<file path="src/shared/hpam_defines.svh">
// hpam_defines.svh: offsets, field positions, reset values and timing counts
// assumes inclusion by bare name from package and rtl files
`ifndef HPAM_DEFINES_SVH
`define HPAM_DEFINES_SVH
`define HPAM_ST3_MEM_BIT      9
`define HPAM_ST3_PER_BIT      8
`define HPAM_ST3_RESET        16'h0000
`define HPAM_REG_CTRL         4'h0
`define HPAM_REG_DSP_CONFIG   4'h1
`define HPAM_REG_LAST_ADDR    4'h2
`define HPAM_REG_LAST_DATA    4'h3
`define HPAM_REG_DEBUG_FLAGS  4'h4
`define HPAM_REG_PORT_STATUS  4'h5
`define HPAM_REG_DSP_STATUS   4'h6
`define HPAM_CTRL_RESET       16'h0000
`define HPAM_CFG_RESET        16'h0000
`define HPAM_WIN_LSB          0
`define HPAM_WIN_W            4
`define HPAM_SWITCH_CYCLES    4'h4
`endif

</file>
<file path="src/shared/hpam_pkg.sv">
// hpam_pkg: types for the host port access mode controller
// assumes hpam_defines.svh on the include path
package hpam_pkg;
    // target space decoded from the host address
    typedef enum logic [2:0] {
        HPAM_T_SINGLE_ACCESS_RAM   = 3'h0,
        HPAM_T_DUAL_ACCESS_RAM   = 3'h1,
        HPAM_T_PUBLIC  = 3'h2,
        HPAM_T_BRIDGE  = 3'h3,
        HPAM_T_CLKMGR  = 3'h4,
        HPAM_T_HOSTREG = 3'h5,
        HPAM_T_PRIVATE = 3'h6
    } hpam_target_t;
    // mode switch state, gray along idle-drain-apply
    typedef enum logic [1:0] {
        HPAM_S_IDLE  = 2'b00,
        HPAM_S_DRAIN = 2'b01,
        HPAM_S_APPLY = 2'b11
    } hpam_sw_t;
endpackage : hpam_pkg

</file>
<file path="src/rtl/hpam_port.sv">
// hpam_port: host side port into the dsp subsystem with ownership modes
// assumes host request pins asynchronous to i_clk (dsp core clock);
// memory and peripheral targets answer in the i_clk domain
`timescale 1ns/10ps
`default_nettype none
`include "hpam_defines.svh"
module hpam_port
    import hpam_pkg::*;
#(
    parameter int AW      = 16,
    parameter int DW      = 16,
    parameter int SINGLE_ACCESS_RAM_W = 12
) (
    input  wire logic          i_clk,
    input  wire logic          i_rst,
    // dsp subsystem reset level
    input  wire logic          i_dsp_rst,
    // host request, asynchronous, held until o_host_ack
    input  wire logic          i_host_req,
    input  wire logic          i_host_we,
    input  wire logic [AW-1:0] i_host_addr,
    input  wire logic [DW-1:0] i_host_wdata,
    output logic               o_host_ack,
    output logic               o_host_err,
    output logic [DW-1:0]      o_host_rdata,
    // dsp core status register 3 access
    input  wire logic          i_st3_we,
    input  wire logic [DW-1:0] i_st3_wdata,
    output logic [DW-1:0]      o_st3_rdata,
    output logic               o_bus_error,
    // dsp controllers (core and dma) memory request
    input  wire logic          i_dsp_mem_req,
    input  wire logic [AW-1:0] i_dsp_mem_addr,
    output logic               o_dsp_mem_gnt,
    input  wire logic          i_dsp_per_req,
    output logic               o_dsp_per_gnt,
    // auxiliary dma channel toward memory and peripheral targets
    output logic               o_aux_req,
    output logic               o_aux_we,
    output logic [2:0]         o_aux_target,
    output logic [AW-1:0]      o_aux_addr,
    output logic [DW-1:0]      o_aux_wdata,
    input  wire logic          i_aux_done,
    input  wire logic [DW-1:0] i_aux_rdata,
    // ownership modes currently in force
    output logic               o_mem_host_only,
    output logic               o_per_host_only
);
    // host pins pass two flops before use
    logic          req_s;
    logic          we_s;
    logic [AW-1:0] addr_s;
    logic [DW-1:0] wdata_s;
    hpam_sync2 #(.W(2 + AW + DW)) u_sync (
        .i_clk (i_clk),
        .i_rst (i_rst),
        .i_d   ({i_host_req, i_host_we, i_host_addr, i_host_wdata}),
        .o_q   ({req_s, we_s, addr_s, wdata_s})
    );

    // dsp reset is also asynchronous
    logic dsp_rst_s;
    hpam_sync2 #(.W(1)) u_rsync (
        .i_clk (i_clk),
        .i_rst (i_rst),
        .i_d   (i_dsp_rst),
        .o_q   (dsp_rst_s)
    );

    // state registers
    logic            mem_mode_q;
    logic            per_mode_q;
    logic            mem_req_q;
    logic            per_req_q;
    hpam_sw_t        sw_q;
    logic [3:0]      sw_cnt_q;
    logic            busy_q;
    logic            ack_q;
    logic            err_q;
    logic [DW-1:0]   rdata_q;
    logic [DW-1:0]   ctrl_q;
    logic [DW-1:0]   cfg_q;
    logic [AW-1:0]   last_addr_q;
    logic [DW-1:0]   last_data_q;
    logic [3:0]      dbg_flags_q;
    logic            bus_err_q;
    logic            dsp_rst_q;
    logic            req_seen_q;
    logic [2:0]      tgt_q;

    // address decode of the host request, top nibble selects space;
    // spaces E and F hold the private peripherals and are refused
    logic [3:0]      space;
    hpam_target_t    tgt;
    assign space = addr_s[AW-1 -: 4];
    always_comb begin
        if (space < 4'h8) begin
            tgt = HPAM_T_SINGLE_ACCESS_RAM;
        end else if (space < 4'hA) begin
            tgt = HPAM_T_DUAL_ACCESS_RAM;
        end else if (space == 4'hA) begin
            tgt = HPAM_T_PUBLIC;
        end else if (space == 4'hB) begin
            tgt = HPAM_T_BRIDGE;
        end else if (space == 4'hC) begin
            tgt = HPAM_T_CLKMGR;
        end else if (space == 4'hD) begin
            tgt = HPAM_T_HOSTREG;
        end else begin
            tgt = HPAM_T_PRIVATE;
        end
    end

    // single_access_ram window reserved for the host in host-only memory mode,
    // sized in sixteenths of single_access_ram counted from offset zero
    logic [`HPAM_WIN_W-1:0] win_size;
    logic [SINGLE_ACCESS_RAM_W-1:0]     dsp_off;
    logic                   dsp_in_win;
    assign win_size   = cfg_q[`HPAM_WIN_LSB +: `HPAM_WIN_W];
    assign dsp_off    = i_dsp_mem_addr[SINGLE_ACCESS_RAM_W-1:0];
    assign dsp_in_win = (i_dsp_mem_addr[AW-1 -: 4] < 4'h8) &&
                        ({1'b0, dsp_off[SINGLE_ACCESS_RAM_W-1 -: `HPAM_WIN_W]} < {1'b0, win_size});

    // a request is taken only after req_s has stood for two edges: the address
    // and data bits cross in their own flops and may trail req by one cycle
    logic req_hold_q;
    always_ff @(posedge i_clk or posedge i_rst) begin
        if (i_rst) begin
            req_hold_q <= 1'b0;
        end else begin
            req_hold_q <= req_s;
        end
    end

    // refusal of host targets by mode; a refused access still gets an ack,
    // so the host never waits on a target that cannot answer
    logic new_req;
    logic refuse;
    logic host_reg;
    assign new_req  = req_s && req_hold_q && !req_seen_q && !busy_q && !ack_q;
    assign host_reg = (tgt == HPAM_T_HOSTREG);
    assign refuse   = (tgt == HPAM_T_PRIVATE) ||
                      (mem_mode_q && tgt == HPAM_T_DUAL_ACCESS_RAM) ||
                      (sw_q != HPAM_S_IDLE);

    // shared memory: dsp controllers are never held off by the host, only
    // by the locked single_access_ram window while memory is host-only
    logic host_mem_busy;
    assign host_mem_busy = busy_q && (tgt_q == 3'(HPAM_T_SINGLE_ACCESS_RAM) || tgt_q == 3'(HPAM_T_DUAL_ACCESS_RAM));
    assign o_dsp_mem_gnt = i_dsp_mem_req && !(mem_mode_q && dsp_in_win);
    assign o_dsp_per_gnt = i_dsp_per_req && !per_mode_q;
    // host memory transfer stalls while the dsp requests memory in shared mode; the
    // window only matters in host-only mode, so it takes no part here
    logic dsp_holds_mem;
    assign dsp_holds_mem = !mem_mode_q && i_dsp_mem_req;

    // auxiliary channel drive, held back on memory targets while the dsp owns memory
    assign o_aux_req = busy_q && !(dsp_holds_mem && host_mem_busy);
    assign o_aux_target = tgt_q;
    assign o_aux_addr   = last_addr_q;
    assign o_aux_wdata  = last_data_q;

    // host register read mux
    logic [3:0]    reg_idx;
    logic [DW-1:0] reg_rd;
    logic [DW-1:0] dsp_status;
    assign reg_idx    = addr_s[3:0];
    assign dsp_status = {{(DW-3){1'b0}}, dsp_rst_q, mem_mode_q, per_mode_q};
    assign reg_rd = (reg_idx == `HPAM_REG_CTRL)        ? ctrl_q :
                    (reg_idx == `HPAM_REG_DSP_CONFIG)  ? cfg_q :
                    (reg_idx == `HPAM_REG_LAST_ADDR)   ? DW'(last_addr_q) :
                    (reg_idx == `HPAM_REG_LAST_DATA)   ? last_data_q :
                    (reg_idx == `HPAM_REG_DEBUG_FLAGS) ? {{(DW-4){1'b0}}, dbg_flags_q} :
                    (reg_idx == `HPAM_REG_PORT_STATUS) ? {{(DW-3){1'b0}}, sw_q, busy_q} :
                    (reg_idx == `HPAM_REG_DSP_STATUS)  ? dsp_status : '0;

    // host transaction sequencing: one request per assertion of req
    always_ff @(posedge i_clk or posedge i_rst) begin
        if (i_rst) begin
            req_seen_q <= 1'b0;
            busy_q     <= 1'b0;
            ack_q      <= 1'b0;
            err_q      <= 1'b0;
            rdata_q    <= '0;
            tgt_q      <= 3'h0;
            o_aux_we   <= 1'b0;
        end else begin
            if (!req_s) begin
                req_seen_q <= 1'b0;
                ack_q      <= 1'b0;
                err_q      <= 1'b0;
            end
            if (new_req) begin
                req_seen_q <= 1'b1;
                tgt_q      <= 3'(tgt);
                o_aux_we   <= we_s;
                if (refuse) begin
                    ack_q <= 1'b1;
                    err_q <= 1'b1;
                end else if (host_reg) begin
                    ack_q   <= 1'b1;
                    rdata_q <= reg_rd;
                end else begin
                    busy_q <= 1'b1;
                end
            end else if (busy_q && i_aux_done) begin
                busy_q  <= 1'b0;
                ack_q   <= 1'b1;
                rdata_q <= i_aux_rdata;
            end
        end
    end

    // host writable control and configuration, debug capture; capture skips
    // host register accesses so the last memory or peripheral transfer stays
    // visible to the host
    always_ff @(posedge i_clk or posedge i_rst) begin
        if (i_rst) begin
            ctrl_q      <= `HPAM_CTRL_RESET;
            cfg_q       <= `HPAM_CFG_RESET;
            last_addr_q <= '0;
            last_data_q <= '0;
            dbg_flags_q <= 4'h0;
        end else begin
            if (new_req && host_reg && we_s && reg_idx == `HPAM_REG_CTRL) begin
                ctrl_q <= wdata_s;
            end
            if (new_req && host_reg && we_s && reg_idx == `HPAM_REG_DSP_CONFIG) begin
                cfg_q <= wdata_s;
            end
            if (new_req && !host_reg) begin
                last_addr_q <= addr_s;
                last_data_q <= wdata_s;
                dbg_flags_q <= {refuse, we_s, mem_mode_q, per_mode_q};
            end else if (busy_q && i_aux_done && !o_aux_we) begin
                last_data_q <= i_aux_rdata;
            end
        end
    end

    // mode switch: dsp core requests, controller drains then applies;
    // dsp reset entry overrides a switch in progress, and a request that
    // differs from the pending one mid-switch is dropped with a bus error
    logic mode_change;
    assign mode_change = (mem_req_q != mem_mode_q) || (per_req_q != per_mode_q);
    always_ff @(posedge i_clk or posedge i_rst) begin
        if (i_rst) begin
            mem_req_q  <= 1'b0;
            per_req_q  <= 1'b0;
            mem_mode_q <= 1'b0;
            per_mode_q <= 1'b0;
            sw_q       <= HPAM_S_IDLE;
            sw_cnt_q   <= 4'h0;
            bus_err_q  <= 1'b0;
            dsp_rst_q  <= 1'b0;
        end else begin
            dsp_rst_q <= dsp_rst_s;
            if (dsp_rst_s) begin
                mem_req_q  <= 1'b1;
                per_req_q  <= 1'b1;
                mem_mode_q <= 1'b1;
                per_mode_q <= 1'b1;
                sw_q       <= HPAM_S_IDLE;
            end else if (dsp_rst_q) begin
                mem_req_q  <= 1'b0;
                per_req_q  <= 1'b0;
                mem_mode_q <= 1'b0;
                per_mode_q <= 1'b0;
            end else begin
                if (i_st3_we) begin
                    if (sw_q != HPAM_S_IDLE &&
                        (i_st3_wdata[`HPAM_ST3_MEM_BIT] != mem_req_q ||
                         i_st3_wdata[`HPAM_ST3_PER_BIT] != per_req_q)) begin
                        bus_err_q <= 1'b1;
                    end else begin
                        mem_req_q <= i_st3_wdata[`HPAM_ST3_MEM_BIT];
                        per_req_q <= i_st3_wdata[`HPAM_ST3_PER_BIT];
                    end
                end
                case (sw_q)
                    HPAM_S_IDLE: begin
                        if (mode_change) begin
                            sw_q <= HPAM_S_DRAIN;
                        end
                    end
                    HPAM_S_DRAIN: begin
                        if (!busy_q && !i_dsp_mem_req && !i_dsp_per_req) begin
                            sw_q     <= HPAM_S_APPLY;
                            sw_cnt_q <= `HPAM_SWITCH_CYCLES;
                        end
                    end
                    HPAM_S_APPLY: begin
                        if (sw_cnt_q == 4'h1) begin
                            mem_mode_q <= mem_req_q;
                            per_mode_q <= per_req_q;
                            sw_q       <= HPAM_S_IDLE;
                        end
                        sw_cnt_q <= sw_cnt_q - 4'h1;
                    end
                    default: begin
                        sw_q <= HPAM_S_IDLE;
                    end
                endcase
            end
        end
    end

    // dsp core reads applied modes, never the pending request;
    // software polls these bits until they match what it wrote
    assign o_st3_rdata = (16'(1) << `HPAM_ST3_MEM_BIT) & {DW{mem_mode_q}} |
                         (16'(1) << `HPAM_ST3_PER_BIT) & {DW{per_mode_q}};
    assign o_bus_error     = bus_err_q;
    assign o_host_ack      = ack_q;
    assign o_host_err      = err_q;
    assign o_host_rdata    = rdata_q;
    assign o_mem_host_only = mem_mode_q;
    assign o_per_host_only = per_mode_q;
endmodule : hpam_port
`default_nettype wire

</file>
<file path="src/rtl/hpam_sync2.sv">
// hpam_sync2: two flop synchroniser for signals from the host domain
// assumes destination clock i_clk, async active-high reset
`timescale 1ns/10ps
`default_nettype none
module hpam_sync2 #(
    parameter int W = 1
) (
    input  wire logic         i_clk,
    input  wire logic         i_rst,
    input  wire logic [W-1:0] i_d,
    output var  logic [W-1:0] o_q
);
    logic [W-1:0] meta_q;
    // first flop feeds only the second
    always_ff @(posedge i_clk or posedge i_rst) begin
        if (i_rst) begin
            meta_q <= '0;
            o_q    <= '0;
        end else begin
            meta_q <= i_d;
            o_q    <= meta_q;
        end
    end
endmodule : hpam_sync2
`default_nettype wire

</file>
<file path="config.mk">
export PLATFORM = sky130hd
export DESIGN_NAME = hpam_port
export DESIGN_NICKNAME = d
export VERILOG_FILES = /design/src/shared/hpam_pkg.sv /design/src/rtl/hpam_port.sv /design/src/rtl/hpam_sync2.sv
export VERILOG_INCLUDE_DIRS = /design/src /design/src/shared
export SDC_FILE = /design/constraint.sdc
export NUM_CORES = 1
export LEC_CHECK = 0
export BUFFER_PORTS_ARGS = -buffer_cell sky130_fd_sc_hd__buf_4
export CAP_MARGIN = 20
export CORE_ASPECT_RATIO = 1.4
export CORE_UTILIZATION = 48
export CTS_BUF_LIST = sky130_fd_sc_hd__clkbuf_16
export DETAILED_ROUTE_END_ITERATION = 16
export PLACE_DENSITY = 0.81
export SYNTH_ARGS = -nofsm -noshare
export SYNTH_HDL_FRONTEND = slang
export SYNTH_HIERARCHICAL = 1
export SYNTH_SLANG_ARGS = --single-unit
</file>
<file path="constraint.sdc">
create_clock -name i_clk -period 2.7 [get_ports i_clk]
set_input_delay 0.135 -clock i_clk [delete_from_list [all_inputs] [get_ports i_clk]]
set_output_delay 0.135 -clock i_clk [all_outputs]
set_load 0.05 [all_outputs]
</file>
==> out/qor.yml, run 1 <==
status: "complete, no violations"
fin_crit_sh: 0.902
p_leak_uw: 0.00436
endpoint: "cfg_q[8]$_DFFE_PP0P_"
fin_crit_ns: 2.44
cp.arrival_ns: 2.74
synthArstFlopShare: 1.00
cap_violations: 0
grt_pass1_wl_mm: 27.3
avgSynthCellArea_um2: 13.8
finalSetupViolations: 0
worstSetupPathType: "reg -> reg"
syn_inst: 505
antenna_found_initial: 0
wl_per_cell_um: 19.8
first_pass_iters: 4
setup_tns_ns: 0
clk-insertion-delay-late_ns: 0.43
die_x_um: 104
cp_slowest_cell: "or4_1"
reg2reg_depth: 4
hpwl_mm: 11.5
ys_seq_area_frac: 0.627
path_buf_inv: 0
hold_viol: 0
drive_gt1_frac: 0.356
clockBufferDepth: 2
areaGrowthSynthToFinish_pct: 30.2
rsz0062_at_grt: "false"
slew_headroom: 0.304
startpoint: "req_seen_q$_DFFE_PP0P_"
tightest_slew_ns: 1.04
routed_wl_mm: 17.3
grt_max_degree: 106
worstPathRequired_ns: 3.01
start_util: 0.498
path_cells: "or4_1, nor2_8, nand4_4, mux2_4"
ctsResizeCount: 0
slowest_delay_ns: 0.84
grt_pass1_vias: 5319
drt_iter0_drc: 230
ys_ff_latch: 175
hold_buffers: 38
layout_common_cells: "dfrtp_1, buf_4, mux2_2, dlygate4sd3_1, nand2_1"
cts_buffers: 17
cts_tree: "yes"
synth-edff-count: 0
ir_worst_vdd_mv: 0.730
overflow: 0
clock_skew_ns: 0.00771
globalplace.congestion: 0.866
path_depth: 4
reg2reg_from: "req_seen_q$_DFFE_PP0P_"
coreArea_um2: 14000
start_kind: "flip-flop"
r2r_slack_ns: 0.26
htreeDepth: 4
synth_cell_types: 55
final_nets: 772
port_buffers: 125
num_antenna_cells: 0
clock_sinks: 175
route.detailed.drc: 0
rows: 51
powerDensity_nw_per_um2: 1030
vias_per_cell: 5.60
crit_fanout: 16
clock.fmax_ghz: 0.411
cp_top_family: "simple AND/OR/NAND/NOR gates"
pin_count: 165
path_clk_slew_ns: 0.07
ys_warn_count: 6
timing.hold.ws_ns: 0.0182
end_kind: "flip-flop"
die_area_um2: 15100
drv_slew: 0
final_common_cell: "dfrtp_1"
die_y_um: 145
ys.flop_type: "dfrtp_1"
netlist_area_um2: 6990
vias: 4902
postRouteAntennaNets: 0
track_usage: 0.241
cts_setup_buffers: 0
clock-root-buffer: "clkbuf_16"
worst_r2r_endpoint: "cfg_q[8]$_DFFE_PP0P_"
hp-class: "in -> reg"
-- stage by stage --
step / total power [uW] / cells / setup slack (ns) / cell area, um2 / util
floorplan: 5770 / 518 / 0.576 / 7040 / -
global placement: 6790 / 806 / 0.303 / 8130 / 0.579
detailed placement: 6890 / 806 / 0.274 / 8130 / 0.579
CTS: 9370 / 876 / 0.252 / 9100 / 0.648
global route: 9670 / 876 / 0.140 / 9100 / 0.648
finish: 9350 / 876 / 0.265 / 9100 / 0.648
-- Yosys cell counts (7+ instances only) --
cell | count | share of area
mux4_2 | 12 | 0.039
a22oi_1 | 9 | 0.0097
nor2_1 | 23 | 0.012
clkbuf_1 | 10 | 0.0054
o21ai_0 | 16 | 0.011
mux2_2 | 41 | 0.066
mux2_4 | 10 | 0.021
buf_2 | 9 | 0.0064
nand2_1 | 24 | 0.013
a22o_1 | 18 | 0.023
a21oi_1 | 18 | 0.013
inv_1 | 18 | 0.0097
dfrtp_1 | 175 | 0.63
buf_4 | 18 | 0.019
mux2i_1 | 11 | 0.016
a21o_1 | 18 | 0.019
nand3_1 | 7 | 0.0050
-- worst register-to-register path, stage by stage, from the launching register on --
cell and delay, ns:
dfrtp_1 0.40, or4_1 0.84, nor2_8 0.21, nand4_4 0.41, mux2_4 0.46
-- layout make-up --
type	count	area, um2
clock buffers	17	425
clock inverters	15	160
fillers	1003	4940
inverters	18	71.3
multi-input cells	285	2350
flip-flops and latches	175	4380
well taps	185	231
repair buffers	181	1480
-- flip-flops by register name, summed over array words and instances, names as in the netlist, 2 cells and up --
name,cells
cfg_q,16
ctrl_q,16
dbg_flags_q,4
o_aux_addr,16
o_aux_target,3
o_aux_wdata,16
o_host_rdata,16
sw_cnt_q,4
sw_q,2
u_sync/meta_q,34
u_sync/o_q,34
-- routing by layer --
metal	part of all wire	global-route usage	vias to the layer above
met5	0	0	-
met4	0.037	0.136	0
met3	0.053	0.0569	53
met2	0.53	0.426	205
met1	0.38	0.269	2519
li1	-	-	2125
-- kinds of logic (layout without fill, tap and decap cells) --
family          after synthesis  count (layout)  share of synthesized area
compound gates              110             110                      0.114
fa+ha+maj                     5               5                    0.00895
xor+xnor                      4               4                    0.00501
simple gates                 78              78                     0.0580
flops                       175             175                      0.627
buf+inv                      58             231                     0.0446
other cells                   1              14                   0.000537
mux                          74              74                      0.142
-- power by group --
part	leakage (uW)	internal, uW	switching (uW)
Clock	0.000285	1380	1070
Sequential	0.00213	3140	463
Combinational	0.00195	1120	2190
Total	0.00436	5630	3720
-- how the worst min path moves through the flow --
stage                          startpoint                     endpoint  slack [ns]  cells past startpoint
after detailed placement            i_rst     u_rsync/meta_q$_DFF_PP0_        0.03                      2
after global placement              i_rst     u_rsync/meta_q$_DFF_PP0_        0.03                      2
after floorplan                     i_rst     u_rsync/meta_q$_DFF_PP0_       -0.12                      1
after global routing      i_aux_rdata[14]  o_aux_wdata[14]$_DFFE_PP0P_       0.006                      3
after CTS                 i_aux_rdata[14]  o_aux_wdata[14]$_DFFE_PP0P_       0.007                      3
final                      i_aux_rdata[6]   o_aux_wdata[6]$_DFFE_PP0P_        0.02                      3
Note: power is estimated with default switching activity, not from simulation.
==> run 2: changes to the inputs <==
SYNTH_HIERARCHICAL = unset   (was 1)
==> run 2 against run 1 <==
- sequential share of layout area shrank 0.85 points
- first-iteration DRC count grew 20%
- synthesized cell count grew 6.5%
- largest cell class unchanged
- largest power group unchanged
- highest routed layer unchanged
==> out/qor.yml, run 2 <==
clockBufferDepth: 2  # unchanged
path_depth: 6  # +2
cp_top_family: "simple AND/OR/NAND/NOR gates"
hpwl_mm: 11.3  # -1.6%
start_kind: "flip-flop"
die_area_um2: 15000  # -0.29%
netlist_top_cells_count: "dfrtp_1, nand2_1, nor2_1"
synthSimpleGateAreaFrac: 0.0905  # +0.0325
tightest_slew_ns: 0.878  # -0.162 ns
vias_per_cell: 5.52  # -1.4%
start_util: 0.496  # -0.00143
final_area_um2: 9260  # +1.8%
synth_fa_ha_area_frac: 0.00898  # +0.0000257
synth_top_area_cell: "dfrtp_1"
placed_area_um2: 8130  # about the same
route.detailed.drc: 0  # unchanged
end_kind: "flip-flop"
powerDensity_nw_per_um2: 1010  # -2.2%
cts_tree: "yes"
coreArea_um2: 14000  # unchanged
yosys-top-cells-area: "dfrtp_1, mux2_2, mux4_2"
cts_setup_buffers: 0  # unchanged
path_buf_inv: 1  # +1
ys_warn_count: 0  # -6
wl_per_cell_um: 18.4  # -7.1%
p_int_uw: 5650  # +0.24%
htreeDepth: 4  # unchanged
fin_crit_ns: 2.26  # -0.178 ns
avgSynthCellArea_um2: 13.0  # -6.4%
synthArstFlopShare: 1.00  # unchanged
path_clk_slew_ns: 0.07  # about the same
synth_cell_types: 54  # -1.8%
clkPwrFrac: 0.263  # +0.002
combPwrFrac: 0.351  # -0.003
drt_iter0_drc: 277  # +20%
r2r_slack_ns: 0.44  # +0.18 ns
netlist_area_um2: 6970  # -0.29%
clock_sinks: 175  # unchanged
synthXorXnorAreaFrac: 0.00503  # +0.0000144
reg2reg_depth: 6  # +2
routed_wl_mm: 16.9  # -2.1%
track_usage: 0.238  # -0.00291
synth.area.mux_share: 0.126  # -0.0161
setup_tns_ns: 0  # unchanged
cp_slowest_cell: "dfrtp_1"
swShare: 0.394  # -0.00383
ys_ff_latch: 175  # unchanged
ir_worst_vdd_mv: 0.689  # -5.6%
slowest_delay_ns: 0.50  # -0.34 ns
vias: 5092  # +3.9%
pwr-share-seq: 0.386  # about the same
rsz0062_at_grt: "false"
final_common_cell: "dfrtp_1"
layout_common_cells: "dfrtp_1, buf_4, nand2_1, dlygate4sd3_1, nor2_1"
crit_fanout: 16  # unchanged
synth_top_family_by_area: "multiplexers"
path_cells: "nor4b_4, and2_4, nand3_2, or3_1, buf_4, mux2_4"
cap_violations: 0  # unchanged
hp-class: "in -> reg"
fin_crit_sh: 0.836  # -0.0658
areaGrowthSynthToFinish_pct: 32.9
synth_top_area_frac: 0.628  # +0.00180
final_nets: 819  # +6.1%
port_buffers: 125  # unchanged
min_path_cells: 3  # unchanged
drv_slew: 0  # unchanged
post-synth-top-count-cell: "dfrtp_1"
slew_headroom: 0.414  # +0.110
top_regs: "u_sync.meta_q x34, u_sync.o_q x34"
syn_inst: 538  # +6.5%
worstSetupPathType: "reg -> reg"
clock.fmax_ghz: 0.443  # +7.9%
clock_skew_ns: 0.0112  # +0.00348 ns
n_fill_cell: 1006  # +0.30%
postRouteAntennaNets: 0  # unchanged
num_antenna_cells: 0  # unchanged
clk-insertion-delay-late_ns: 0.42  # about the same
cts_buffers: 17  # unchanged
worstPathRequired_ns: 2.99  # -0.02 ns
grt_max_degree: 46  # -57%
drive_gt1_frac: 0.331  # -0.0254
rows: 51  # unchanged
ctsResizeCount: 0  # unchanged
ys.flop_type: "dfrtp_1"
first_pass_iters: 4  # unchanged
clock-root-buffer: "clkbuf_16"
overflow: 0  # unchanged
die_y_um: 145  # -0.14%
pin_count: 165  # unchanged
synth-compound-area-share: 0.0962  # -0.0182
multi_input_area_um2: 2340  # -0.64%
synth-edff-count: 0  # unchanged
status: "complete, no violations"
p_switching_uw: 3670  # -1.4%
ff_latch_area_um2: 4380  # unchanged
p_leak_uw: 0.00434  # -0.53%
die_x_um: 104  # -0.14%
finalSetupViolations: 0  # unchanged
grt_pass1_vias: 5253  # -1.2%
cp.arrival_ns: 2.55  # -0.19 ns
antenna_found_initial: 0  # unchanged
hold_viol: 0  # unchanged
ys_seq_area_frac: 0.628  # +0.00180
grt_pass1_wl_mm: 27.2  # -0.38%
globalplace.congestion: 0.911  # +5.2%
run 2: logic make-up after synthesis:
group / count (synthesis)
AO/OA/AOI/OAI: 95
multiplexers: 63
adder cells (fa/ha/maj): 5
buffers and inverters: 57
flip-flops: 175
AND/OR/NAND/NOR: 138
other: 1
XOR/XNOR: 4
run 2: metrics by stage:
stage	total power, uW	worst slack (ns)	hold slack (ns)	utilization	cells
final	9320	0.442	0.0405	0.660	923
after global placement	6720	0.537	0.244	0.579	837
after CTS	9360	0.462	0.0413	0.660	923
after detailed placement	6810	0.498	0.245	0.579	837
after global routing	9690	0.370	0.0515	0.660	923
after floorplan	5710	0.326	0.166	-	551
run 2: path summary, 6_finish.rpt:
kind                                               endpoint                         from
worst max register to register         cfg_q[2]$_DFFE_PP0P_           busy_q$_DFFE_PP0P_
worst min-delay path                  mem_req_q$_DFFE_PP0P_               i_st3_wdata[9]
min in group asynchronous        o_aux_addr[11]$_DFFE_PP0P_                        i_rst
max in group asynchronous       u_sync.meta_q[13]$_DFF_PP0_                        i_rst
worst min register to register     u_sync.o_q[13]$_DFF_PP0_  u_sync.meta_q[13]$_DFF_PP0_
worst max-delay path                   cfg_q[2]$_DFFE_PP0P_           busy_q$_DFFE_PP0P_
run 2: cell type report:
cell class	count	area share
flip-flops and latches	175	0.473
clock buffers	17	0.0459
repair buffers	199	0.180
clock inverters	15	0.0184
well taps	185	0.0250
multi-input cells	319	0.252
inverters	13	0.00567
run 2: repair_timing:
action / 4_1_cts / 5_1_grt
hold buffers: 54 / 0
endpoints found under the hold margin: 78 / 0
endpoints found under the setup margin: 0 / 0
run 2: routing by layer:
| layer | vias up | part of all wire | global-route usage |
|---|---|---|---|
| li1 | 2237 | - | - |
| met1 | 2586 | 0.38 | 0.276 |
| met2 | 226 | 0.53 | 0.417 |
| met5 | - | 0 | 0 |
| met3 | 43 | 0.055 | 0.0505 |
| met4 | 0 | 0.034 | 0.123 |
run 2: tightest hold or removal path, stage by stage:
cell,delay [ns]
buf_4,0.09
a21oi_1,0.05
o21ai_0,0.15
run 2: power groups by stage:
stage                     sequential [uW]  clock [uW]  combinational (uW)
after floorplan                      4880           0                 832
after global placement               3590           0                3130
after detailed placement             3620           0                3190
after CTS                            3590        2490                3280
after global routing                 3660        2610                3420
final                                3600        2450                3270
